$ cat src/watch_timer_regs.svh
// register offsets, field positions, reset values and timing counts of the watch timer
`ifndef WATCH_TIMER_REGS_SVH
`define WATCH_TIMER_REGS_SVH

// register offsets on the 4-bit register port
`define WT_ADDR_MODE 4'h0
`define WT_ADDR_PORT 4'h1
`define WT_ADDR_STAT 4'h2
`define WT_ADDR_CLR 4'h3
`define WT_ADDR_IEN 4'h4
`define WT_ADDR_DIV 4'h5

// watch_mode_register fields
`define WM_SRC_BIT 0
`define WM_FAST_BIT 1
`define WM_RUN_BIT 2
`define WM_CLR_BIT 3
`define WM_BUZ_BIT 7

// port control register fields
`define PORT_LATCH_BIT 0
`define PORT_DIR_BIT 2
`define PORT_PIN_BIT 4

// interrupt status, clear and enable fields
`define IRQ_TICK_BIT 0

// reset values
`define WM_RESET 8'h00
`define PORT_RESET 8'h00
`define IEN_RESET 8'h00

// clock figures in hertz, the tick period in milliseconds and the fast mode ratio
`define WT_MAIN_HZ 4194304
`define WT_COUNT_HZ 32768
`define WT_TICK_MS 500
`define WT_FAST_RATIO 128
`define WT_BUZ_HZ 2048

// counts derived from the figures above
`define WT_PRESCALE_COUNT (`WT_MAIN_HZ / `WT_COUNT_HZ)
`define WT_NORMAL_COUNT ((`WT_COUNT_HZ * `WT_TICK_MS) / 1000)
`define WT_FAST_COUNT (`WT_NORMAL_COUNT / `WT_FAST_RATIO)
`define WT_BUZ_HALF (`WT_COUNT_HZ / (2 * `WT_BUZ_HZ))

`endif

$ cat src/watch_timer_pkg.sv
// types shared by the watch timer modules
package watch_timer_pkg;

  typedef logic [7:0] reg_byte_t;
  typedef logic [3:0] reg_addr_t;
  typedef logic [13:0] div_count_t;

  // count clock source selection
  typedef enum logic {
    SRC_MAIN,
    SRC_SUB
  } count_src_t;

endpackage : watch_timer_pkg

$ cat src/count_clk_if.sv
// carrier between the watch timer core and its count clock generator
`timescale 1ns/1ps
interface count_clk_if;
  import watch_timer_pkg::*;

  logic count_tick;
  count_src_t src;
  logic stop_mode;
  logic div_clear;

  modport gen (
    output count_tick,
    input src,
    input stop_mode,
    input div_clear
  );

  modport core (
    input count_tick,
    output src,
    output stop_mode,
    output div_clear
  );

endinterface : count_clk_if

$ cat src/watch_count_clk_gen.sv
// count clock generator: synchronises both clock pins, prescales the main one, selects
`timescale 1ns/1ps
`include "watch_timer_regs.svh"
module watch_count_clk_gen
  import watch_timer_pkg::*;
#(
  parameter int PRESCALE = `WT_PRESCALE_COUNT
) (
  input wire logic i_core_clk,
  input wire logic i_resetn,
  input wire logic i_sub_clk_pin,
  input wire logic i_main_clk_pin,
  count_clk_if.gen cc
);

  localparam int PW = $clog2(PRESCALE);

  logic sub_meta_q;
  logic sub_sync_q;
  logic sub_prev_q;
  logic main_meta_q;
  logic main_sync_q;
  logic main_prev_q;
  logic [PW-1:0] pre_q;
  logic sub_edge;
  logic main_edge;
  logic main_tick;

  // two-flop synchronisers, the first flop is read only by the second
  always_ff @(posedge i_core_clk or negedge i_resetn) begin
    if (!i_resetn) begin
      sub_meta_q <= 1'b0;
      sub_sync_q <= 1'b0;
      sub_prev_q <= 1'b0;
      main_meta_q <= 1'b0;
      main_sync_q <= 1'b0;
      main_prev_q <= 1'b0;
    end else begin
      sub_meta_q <= i_sub_clk_pin;
      sub_sync_q <= sub_meta_q;
      sub_prev_q <= sub_sync_q;
      main_meta_q <= i_main_clk_pin;
      main_sync_q <= main_meta_q;
      main_prev_q <= main_sync_q;
    end
  end

  assign sub_edge = sub_sync_q & ~sub_prev_q;
  assign main_edge = main_sync_q & ~main_prev_q;

  // main clock divided down to the count clock rate
  always_ff @(posedge i_core_clk or negedge i_resetn) begin
    if (!i_resetn) begin
      pre_q <= '0;
    end else if (cc.div_clear) begin
      pre_q <= '0;
    end else if (main_edge && !cc.stop_mode) begin
      pre_q <= (pre_q == PW'(PRESCALE - 1)) ? '0 : pre_q + 1'b1; // RULE_07
    end
  end

  assign main_tick = main_edge && !cc.stop_mode && (pre_q == PW'(PRESCALE - 1));

  // source selector; the main path halts in stop mode since its oscillator stops
  always_comb begin
    if (cc.src == SRC_SUB) begin
      cc.count_tick = sub_edge; // RULE_03
    end else begin
      cc.count_tick = main_tick; // RULE_10
    end
  end

endmodule : watch_count_clk_gen

$ cat src/watch_timer_buzzer.sv
// watch timer core: divider, tick flag, fast mode, buzzer pin and register port
//
// The register addresses and strobed register access were left to the implementer.
`timescale 1ns/1ps
`include "watch_timer_regs.svh"

// Summary of operation
// RULE_01: tick flag sets every half second of count clock in normal mode.
// RULE_02: a set tick flag with its enable asserts the standby wake output.
// RULE_03: the count clock comes from the main path or subsystem path by selector.
// RULE_04: fast mode sets the tick flag 128 times as often, every 3.91 ms.
// RULE_05: a 2.048 kHz square wave from the count clock can drive the pin.
// RULE_06: software can clear the divider so timekeeping restarts from zero.
// RULE_07: count clock is subsystem 32.768 kHz or main 4.194304 MHz divided by 128.
// RULE_08: software selects subsystem clock when main clock is 6.0 MHz.
// RULE_09: pin driver enabled only by direction bit 2; carries buzzer or latch.
// RULE_10: in stop mode counting continues only from the subsystem clock.
// RULE_11: reset clears the watch mode register to all zeros.
// RULE_12: tick flag stays set until software clears or interrupt acknowledge.
module watch_timer_buzzer
  import watch_timer_pkg::*;
#(
  parameter int NORMAL_COUNT = `WT_NORMAL_COUNT,
  parameter int FAST_COUNT = `WT_FAST_COUNT,
  parameter int BUZ_HALF = `WT_BUZ_HALF,
  parameter int PRESCALE = `WT_PRESCALE_COUNT
) (
  input wire logic i_core_clk,
  input wire logic i_resetn,
  input wire logic [3:0] i_addr,
  input wire logic [7:0] i_wdata,
  input wire logic i_wr,
  input wire logic i_rd,
  output logic [7:0] o_rdata,
  input wire logic i_sub_clk_pin,
  input wire logic i_main_clk_pin,
  input wire logic i_standby,
  input wire logic i_stop_mode,
  input wire logic i_irq_ack,
  input wire logic i_port2_bit3_pin,
  output logic o_port2_bit3_pin,
  output logic o_port2_bit3_pin_oe,
  output logic o_irq,
  output logic o_wake
);

  //////////////////////////////////////////////////////////////////////////////
  // declarations

  localparam int DW = 14;

  count_clk_if cc ();

  reg_byte_t watch_mode_register_q;
  reg_byte_t port_ctrl_q;
  reg_byte_t irq_en_q;
  logic watch_tick_flag_q;
  div_count_t div_q;
  logic buzzer_output_q;
  logic pin_meta_q;
  logic pin_sync_q;
  logic wr_mode;
  logic wr_port;
  logic wr_clr;
  logic wr_ien;
  logic div_clear;
  logic run;
  logic advance;
  logic normal_hit;
  logic fast_hit;
  logic buz_hit;
  logic tick_event;
  logic flag_clear;
  logic pending;
  reg_byte_t rdata_d;
  logic fast_sel;
  logic normal_event;
  logic fast_event;
  logic sw_clear;
  logic buz_sel;
  logic dir_out;
  logic latch_out;

  //////////////////////////////////////////////////////////////////////////////
  // register map, every register eight bits wide
  //   0 mode: bit0 sub source, bit1 fast, bit2 run, bit3 clear strobe, bit7 buzzer
  //   1 port: bit0 output latch, bit2 drive direction, bit4 pin level read only
  //   2 status: bit0 tick flag, read only
  //   3 clear: a one in bit0 drops the tick flag, reads zero
  //   4 enable: bit0 lets the tick flag reach the interrupt and wake outputs
  //   5 divider: upper eight divider bits, read only
  //   other offsets read zero and ignore writes
  // the divider read is not frozen, so a read may land mid step
  // a main clock that is not a whole multiple of the count rate cannot give
  // the half second; software has to pick the sub source then

  //////////////////////////////////////////////////////////////////////////////
  // register port decode

  assign wr_mode = i_wr && (i_addr == `WT_ADDR_MODE);
  assign wr_port = i_wr && (i_addr == `WT_ADDR_PORT);
  assign wr_clr = i_wr && (i_addr == `WT_ADDR_CLR);
  assign wr_ien = i_wr && (i_addr == `WT_ADDR_IEN);

  // clear is a strobe carried by a mode write, never stored
  assign div_clear = wr_mode && i_wdata[`WM_CLR_BIT]; // RULE_06

  // watch mode register, zero after reset of any kind
  always_ff @(posedge i_core_clk or negedge i_resetn) begin
    if (!i_resetn) begin
      watch_mode_register_q <= `WM_RESET; // RULE_11
    end else if (wr_mode) begin
      watch_mode_register_q <= i_wdata;
      watch_mode_register_q[`WM_CLR_BIT] <= 1'b0;
    end
  end

  // port latch and direction bits; direction reset leaves the pin undriven
  always_ff @(posedge i_core_clk or negedge i_resetn) begin
    if (!i_resetn) begin
      port_ctrl_q <= `PORT_RESET;
    end else if (wr_port) begin
      port_ctrl_q <= i_wdata;
    end
  end

  // interrupt enable register
  always_ff @(posedge i_core_clk or negedge i_resetn) begin
    if (!i_resetn) begin
      irq_en_q <= `IEN_RESET;
    end else if (wr_ien) begin
      irq_en_q <= i_wdata;
    end
  end

  //////////////////////////////////////////////////////////////////////////////
  // count clock generation

  assign cc.src = count_src_t'(watch_mode_register_q[`WM_SRC_BIT]); // RULE_03
  assign cc.stop_mode = i_stop_mode; // RULE_10
  assign cc.div_clear = div_clear;

  watch_count_clk_gen #(
    .PRESCALE(PRESCALE)
  ) u_count_clk_gen (
    .i_core_clk(i_core_clk),
    .i_resetn(i_resetn),
    .i_sub_clk_pin(i_sub_clk_pin),
    .i_main_clk_pin(i_main_clk_pin),
    .cc(cc.gen)
  );

  //////////////////////////////////////////////////////////////////////////////
  // frequency divider

  // run low freezes the divider where it stands
  assign run = watch_mode_register_q[`WM_RUN_BIT];
  assign advance = run && cc.count_tick;

  // divider wraps every half second of count clock; a clear restarts at zero
  always_ff @(posedge i_core_clk or negedge i_resetn) begin
    if (!i_resetn) begin
      div_q <= '0;
    end else if (div_clear) begin
      div_q <= '0; // RULE_06
    end else if (advance) begin
      div_q <= (div_q == DW'(NORMAL_COUNT - 1)) ? '0 : div_q + 1'b1;
    end
  end

  // powers of two keep these modulo compares down to plain bit tests
  assign normal_hit = (div_q == DW'(NORMAL_COUNT - 1)); // RULE_01
  assign fast_hit = ((div_q % DW'(FAST_COUNT)) == DW'(FAST_COUNT - 1)); // RULE_04
  assign buz_hit = ((div_q % DW'(BUZ_HALF)) == DW'(BUZ_HALF - 1)); // RULE_05

  // fast mode picks the shorter period for debug and inspection
  assign fast_sel = watch_mode_register_q[`WM_FAST_BIT]; // RULE_04
  assign normal_event = advance && normal_hit; // RULE_01
  assign fast_event = advance && fast_hit; // RULE_04
  assign tick_event = fast_sel ? fast_event : normal_event; // RULE_04

  //////////////////////////////////////////////////////////////////////////////
  // tick flag and interrupt

  // either the acknowledge or a one written to the clear register drops the flag
  assign sw_clear = wr_clr && i_wdata[`IRQ_TICK_BIT]; // RULE_12
  assign flag_clear = i_irq_ack || sw_clear; // RULE_12

  // a tick in the clearing cycle wins, so no half second is ever lost
  always_ff @(posedge i_core_clk or negedge i_resetn) begin
    if (!i_resetn) begin
      watch_tick_flag_q <= 1'b0;
    end else if (tick_event) begin
      watch_tick_flag_q <= 1'b1; // RULE_01
    end else if (flag_clear) begin
      watch_tick_flag_q <= 1'b0; // RULE_12
    end
  end

  assign pending = watch_tick_flag_q && irq_en_q[`IRQ_TICK_BIT];

  // interrupt level, registered so the output never glitches
  always_ff @(posedge i_core_clk or negedge i_resetn) begin
    if (!i_resetn) begin
      o_irq <= 1'b0;
    end else begin
      o_irq <= pending;
    end
  end

  // standby release only while the core is actually parked
  always_ff @(posedge i_core_clk or negedge i_resetn) begin
    if (!i_resetn) begin
      o_wake <= 1'b0;
    end else begin
      o_wake <= pending && i_standby; // RULE_02
    end
  end

  //////////////////////////////////////////////////////////////////////////////
  // buzzer and shared pin

  // square wave toggles every BUZ_HALF ticks of count clock; clear restarts low
  always_ff @(posedge i_core_clk or negedge i_resetn) begin
    if (!i_resetn) begin
      buzzer_output_q <= 1'b0;
    end else if (div_clear) begin
      buzzer_output_q <= 1'b0;
    end else if (advance && buz_hit) begin
      buzzer_output_q <= ~buzzer_output_q; // RULE_05
    end
  end

  // pin sources picked apart from the output flops
  assign buz_sel = watch_mode_register_q[`WM_BUZ_BIT];
  assign dir_out = port_ctrl_q[`PORT_DIR_BIT];
  assign latch_out = port_ctrl_q[`PORT_LATCH_BIT];

  // pin drive enable; reset leaves the pin as an input
  always_ff @(posedge i_core_clk or negedge i_resetn) begin
    if (!i_resetn) begin
      o_port2_bit3_pin_oe <= 1'b0;
    end else begin
      o_port2_bit3_pin_oe <= dir_out; // RULE_09
    end
  end

  // pin value: buzzer wave when the mode bit asks for it, else the port latch
  always_ff @(posedge i_core_clk or negedge i_resetn) begin
    if (!i_resetn) begin
      o_port2_bit3_pin <= 1'b0;
    end else begin
      o_port2_bit3_pin <= buz_sel ? buzzer_output_q : latch_out; // RULE_09
    end
  end

  // pin level synchronised before software may read it
  always_ff @(posedge i_core_clk or negedge i_resetn) begin
    if (!i_resetn) begin
      pin_meta_q <= 1'b0;
      pin_sync_q <= 1'b0;
    end else begin
      pin_meta_q <= i_port2_bit3_pin;
      pin_sync_q <= pin_meta_q;
    end
  end

  //////////////////////////////////////////////////////////////////////////////
  // read path

  // read data select; unmapped and write-only offsets read as zero
  always_comb begin
    rdata_d = 8'h00;
    case (i_addr)
      `WT_ADDR_MODE: begin
        rdata_d = watch_mode_register_q;
      end
      `WT_ADDR_PORT: begin
        rdata_d[`PORT_LATCH_BIT] = port_ctrl_q[`PORT_LATCH_BIT];
        rdata_d[`PORT_DIR_BIT] = port_ctrl_q[`PORT_DIR_BIT];
        rdata_d[`PORT_PIN_BIT] = pin_sync_q;
      end
      `WT_ADDR_STAT: begin
        rdata_d[`IRQ_TICK_BIT] = watch_tick_flag_q;
      end
      `WT_ADDR_IEN: begin
        rdata_d = irq_en_q;
      end
      `WT_ADDR_DIV: begin
        rdata_d = div_q[DW-1:DW-8];
      end
      default: begin
        rdata_d = 8'h00;
      end
    endcase
  end

  // read data stand only in the cycle after the strobe
  always_ff @(posedge i_core_clk or negedge i_resetn) begin
    if (!i_resetn) begin
      o_rdata <= 8'h00;
    end else if (i_rd) begin
      o_rdata <= rdata_d;
    end else begin
      o_rdata <= 8'h00;
    end
  end

endmodule : watch_timer_buzzer

$ cat config.mk
export PLATFORM = sky130hd
export DESIGN_NAME = watch_timer_buzzer
export DESIGN_NICKNAME = d
export VERILOG_FILES = /design/src/watch_timer_pkg.sv /design/src/count_clk_if.sv /design/src/watch_count_clk_gen.sv /design/src/watch_timer_buzzer.sv
export VERILOG_INCLUDE_DIRS = /design/src
export SDC_FILE = /design/constraint.sdc
export NUM_CORES = 1
export LEC_CHECK = 0
export BUFFER_PORTS_ARGS = -buffer_cell sky130_fd_sc_hd__clkbuf_2
export CORE_MARGIN = 2
export CORE_UTILIZATION = 58
export DETAILED_ROUTE_END_ITERATION = 7
export GPL_ROUTABILITY_DRIVEN = 0
export PLACE_DENSITY = 0.82
export SYNTH_ARGS = -nofsm -noshare
export SYNTH_HDL_FRONTEND = slang
export SYNTH_SLANG_ARGS = --single-unit
$ cat constraint.sdc
create_clock -name i_core_clk -period 2.33 [get_ports i_core_clk]
set_clock_uncertainty 0.1 [all_clocks]
set_input_delay 0.233 -clock i_core_clk [delete_from_list [all_inputs] [get_ports i_core_clk]]
set_output_delay 0.233 -clock i_core_clk [all_outputs]
set_load 0.01 [all_outputs]
# Yosys cells after proc, flatten, opt, wreduce, memory -nomap -nowiden
# Index checks and enable logic that the tools add are counted.
[op_classes]
n_eq_ne = 9
add_sub_neg = 2
bitwise = 5
muxes = 20
n_reduce_logical = 21
[op_table]
columns = ["cell", "count"]
rows = [
  ["two-way mux 14 bit", 3],
  ["two-way mux 7 bit", 3],
  ["adder 14 x 1 -> 14 bit (second input constant)", 1],
  ["== test 14 bit (second input constant)", 1],
  ["== test 7 bit (second input constant)", 2],
  ["logical AND 1 bit", 14],
  ["one-hot mux 3 bit (3 select lines)", 1],
  ["== test 4 x 2 -> 1 bit (second input constant)", 2],
  ["== test 4 x 3 -> 1 bit (second input constant)", 2],
  ["two-way mux 8 bit", 1],
  ["one-hot mux 1 bit (4 select lines)", 2],
  ["nonzero test 2 bit", 4],
  ["adder 7 x 1 -> 7 bit (second input constant)", 1],
  ["two-way mux 1 bit", 7],
  ["one-hot mux 1 bit (5 select lines)", 1],
  ["== test 4 x 1 -> 1 bit (second input constant)", 1],
  ["logical NOT 4 bit", 1],
  ["== test 3 bit (second input constant)", 1],
  ["NOT 1 bit", 3],
  ["one-hot mux 1 bit (3 select lines)", 1],
  ["AND 1 bit", 2],
  ["one-hot mux 1 bit (2 select lines)", 1],
  ["logical NOT 1 bit", 1],
  ["logical OR 1 bit", 1],
]
[word_totals]
in_bits = 22
wordCells = 77
reg_bits = 61
out_inout_bits = 12

# Longest topological paths before layout
[depth]
depth_word = 9
mapped_depth = 7

# Cells and area by module
# A second synthesis with hierarchy kept.
[unflattened]
hier_cells = 240
area_unflattened_um2 = 2776.4
[modules_own_cells]
columns = ["mod", "area_per_inst_um2", "n_inst", "cells_each"]
rows = [
  ["watch_timer_buzzer", 2194.6, 1, 186],
  ["watch_count_clk_gen", 581.8, 1, 54],
]

# Worst setup path before layout
# OpenSTA, ideal clock, no wires.
[synth_path]
path_type = "register to register"
from = "reg u_count_clk_gen.pre_q[0]"
to = "reg div_q[9]"
arrival_ps = 1744
period_less_slack_ps = 1988
stages_incl_launch_ff = 8
t_required_ps = 2086
slack_ps = 342
cell_sequence = "dfrtp_1 > ha_1 > nand4bb_4 > or4_1 > buf_4 > buf_6 > a22oi_1 > o22ai_1"
[synth_between]
elab_chain_len = 5
[synth_rtl]
columns = ["item", "line_no", "text"]
rows = [
  ["start, declared", "watch_count_clk_gen.sv:24", "logic [PW-1:0] pre_q;"],
  ["start signal, assigned", "watch_count_clk_gen.sv:58", "pre_q <= (pre_q == PW'(PRESCALE - 1)) ? '0 : pre_q + 1'b1;"],
  ["== test 7 bit", "watch_count_clk_gen.sv:62", "assign main_tick = main_edge && !cc.stop_mode && (pre_q == PW'(PRESCALE - 1));"],
  ["logical AND 1 bit", "watch_count_clk_gen.sv:62", ""],
  ["two-way mux 1 bit", "watch_count_clk_gen.sv:66", "if (cc.src == SRC_SUB) begin"],
  ["logical AND 1 bit", "watch_timer_buzzer.sv:158", "assign advance = run && cc.count_tick;"],
  ["nonzero test 2 bit (no source line)", "-", ""],
  ["end signal, assigned", "watch_timer_buzzer.sv:167", "div_q <= (div_q == DW'(NORMAL_COUNT - 1)) ? '0 : div_q + 1'b1;"],
  ["end, declared", "watch_timer_buzzer.sv:58", "div_count_t div_q;"],
]
# Every way passes these cells.
# A chain may end at the register's enable or synchronous reset.

# Worst setup path after layout
[layout_path]
from = "reg u_count_clk_gen.pre_q[0]"
to = "reg div_q[6]"
# Same word-level chain as after synthesis.

==> results.tsv <==
stage	metric	value	unit
timing	Worst Tran Pin Value	515	ps
min_path	Tightest Hold Check Type	input port to register	
status	status	completed	
synth	EDFF count, synth	0	
clock_network	Post-CTS Resized	0	
synth	post-synthesis cell count	253	
critical_path	Max Fanout on Critical Path	19	
grt	Total GRT Usage	25.0	%
min_path	hold depth	2	
drt	routed via count	2188	
drt	met3 WL	392	µm
pwr	worst vdd ir	0.649	mV
clock_network	worst-skew pair later-pin latency	340	ps
place	post-DP HPWL	4290	µm
clock_network	total CTS buffers	9	
critical_path	CP Capture Type	register	
synth	register area share after synthesis	52.3	%
critical_path	Arr. time, crit path	2310	ps
finish	Area growth, synth to finish	17.3	%
critical_path	Worst R2R Setup Slack	190	ps
run	max cap viols	0	
clock_network	clk buf depth	2	
timing	WHS	11.8	ps
synth	Async S/R FF share, synth	100	%
pwr	leakage	1.51	nW
critical_path	Req. time, crit path	2500	ps
synth	top post-synthesis cells by count	dfrtp_1, nand2_1, mux2_2	
synth	cell taking the most area after synthesis	dfrtp_1	
drt	met2 routed WL	2900	µm
grt	grt ovf	0	
clock_network	Max H-tree Level	3	
critical_path	r2r endpoint	div_q[6]$_DFFE_PN0P_	
timing	Final setup viols	0	
clock_network	register clock-pin slew on the reported worst setup and hold paths	70	ps
drt	drt total wl	6120	µm
critical_path	CP startpoint kind	register	
finish	Antenna Cells	0	
grt	antenna violations before repair	0	
critical_path	R2R depth	6	
synth	syn_nets	278	
timing	Period minus WS final	2140	ps
timing	Final Cycle Share	91.9	%
synth	yosys warns	0	
critical_path	crit path kind	register to register	
place	IO buf count	33	
die	row cnt	25	
min_path	Hold Path Sink	o_rdata[0]$_DFF_PN0_	
synth	Avg Inst Size Synth	11.4	µm²
finish	Nets	323	
finish	Final Core Density	70.9	%
grt	vias in the first global route	2170	
timing	Setup TNS	0	ps
drt	max layer used	met4	
synth	Synth Register Bits	60	
clock_network	clock root cell	clkbuf_8	
drt	wire per inst	16.6	µm
timing	max-slew violations	0	
die	Die Ht	74.4	µm
timing	RSZ-0062 raised after global routing	false	
drt	met1 WL	2710	µm
die	initial cell density of the core	60.4	%
drt	Initial DRT Pass Iterations	4	
clock_network	clock sink count	60	
die	# IOs	34	
clock_network	TritonCTS clock tree	built	
finish	Fillers	350	
grt	global-route wire length before repair	10300	µm
die	Die X-Extent	74.4	µm
die	Die Area	0.00553	mm²
synth	ys flop type	dfrtp_1	
die	core box area	0.00475	mm²
drt	vias per inst	5.93	
drt	initial drt markers	203	
min_path	Worst Hold Launch	i_addr[3]	
critical_path	worst reg2reg startpoint	u_count_clk_gen.pre_q[0]$_DFFE_PN0P_	
synth	Synth cell types	47	
finish	Seq. cell area	0.00150	mm²
synth	most frequent cell after synthesis	dfrtp_1	
drt	Routed Antenna Nets	0	
synth	Synth area leaders	dfrtp_1, mux2_2, mux2i_1, nand2_1, nand3_1	
drt	DRC	0	
pwr	pwr dens	787	mW/mm²
timing	fmax	467	MHz
grt	pin count of the biggest net entering global routing	26	
synth	share of the synthesized area in the top cell type	52.3	%
synth	Post-Syn Area	0.00287	mm²
timing	final hold viol count	0	
finish	area of the multi-input gates	0.00129	mm²
timing	Rel. slew slack	65.6	%
finish	ratio of cells with drive above 1 in the final layout	28.5	%
cell usage in the layout (no fill, tap or decap), types with 7 or more instances in the layout:
master	count
buf_4	11
mux2i_1	10
a21oi_1	9
clkbuf_8	10
dfrtp_1	60
clkbuf_2	33
nand2_1	22
nand3_1	16
mux2_2	18
and3_1	7
nor2_1	12
where the power goes:
group / switching (mW) / leakage (nW) / internal [mW]
combinational: 0.188 / 0.644 / 0.212
sequential: 0.144 / 0.769 / 1.20
clock: 0.397 / 0.0979 / 0.510
logic make-up (layout without fill, tap and decap cells):
group | count (synthesis) | in the layout | synth area share [%]
buffers and inverters | 19 | 68 | 2.92
and+or+nand+nor | 91 | 91 | 18.6
DFF | 60 | 60 | 52.3
xor gates and xnor gates | 2 | 2 | 0.610
muxes | 31 | 31 | 12.9
AOI/OAI and AO/OA | 47 | 47 | 11.5
adders and majority gates | 3 | 3 | 1.31
area by class of cell:
| cell class | instances | area share (%) |
|---|---|---|
| Clock buffer | 10 | 4.08 |
| Clock inverter | 5 | 1.56 |
| Inverter | 5 | 0.557 |
| Multi-Input combinational cell | 174 | 38.2 |
| Sequential cell | 60 | 44.6 |
| Tap cell | 67 | 2.49 |
| Timing Repair Buffer | 48 | 8.54 |
routing by layer:
metal | track usage [%] | vias to the layer above
met1 | 35.7 | 1059
li1 | - | 1042
met5 | 0 | -
met4 | 12.9 | 0
met2 | 36.5 | 74
met3 | 4.88 | 13
stage by stage:
| step | setup slack, ps | total power, mW | cell area (µm²) | instances |
|---|---|---|---|---|
| final | 190 | 2.65 | 3370 | 369 |
| after global routing | 27.1 | 2.78 | 3370 | 369 |
| after floorplan | 342 | 1.60 | 2870 | 253 |
| after global placement | 274 | 1.73 | 3140 | 350 |
| after CTS | 187 | 2.66 | 3370 | 369 |
| after detailed placement | 202 | 1.76 | 3140 | 350 |
state kept, by name (all words and copies together) (netlist names), 2 cells and up:
signal / count
irq_en_q: 8
o_rdata: 8
div_q: 14
watch_mode_register_q: 7
port_ctrl_q: 2
u_count_clk_gen.pre_q: 7
critical path, cell delays in order, from the launching register on:
cell       delay (ps)
dfrtp_1           380
ha_1              230
nand4bb_4         150
or4_1             510
buf_4             220
a211oi_1          270
mux2i_1           210
repair_timing:
item / CTS / global route
hold buffers: 4 / 0
endpoints found under the hold margin: 19 / 0
setup buffers: 0 / 0
worst max path at each step:
stage	start	to	slack, ps	depth (start not counted)
after floorplan	u_count_clk_gen.pre_q[0]$_DFFE_PN0P_	div_q[9]$_DFFE_PN0P_	340	7
after global placement	u_count_clk_gen.pre_q[0]$_DFFE_PN0P_	div_q[6]$_DFFE_PN0P_	270	6
after detailed placement	u_count_clk_gen.pre_q[0]$_DFFE_PN0P_	div_q[6]$_DFFE_PN0P_	200	6
after CTS	u_count_clk_gen.pre_q[0]$_DFFE_PN0P_	div_q[6]$_DFFE_PN0P_	190	6
after global routing	u_count_clk_gen.pre_q[0]$_DFFE_PN0P_	div_q[6]$_DFFE_PN0P_	30	6
final	u_count_clk_gen.pre_q[0]$_DFFE_PN0P_	div_q[6]$_DFFE_PN0P_	190	6
(Power assumes the default switching activity.)
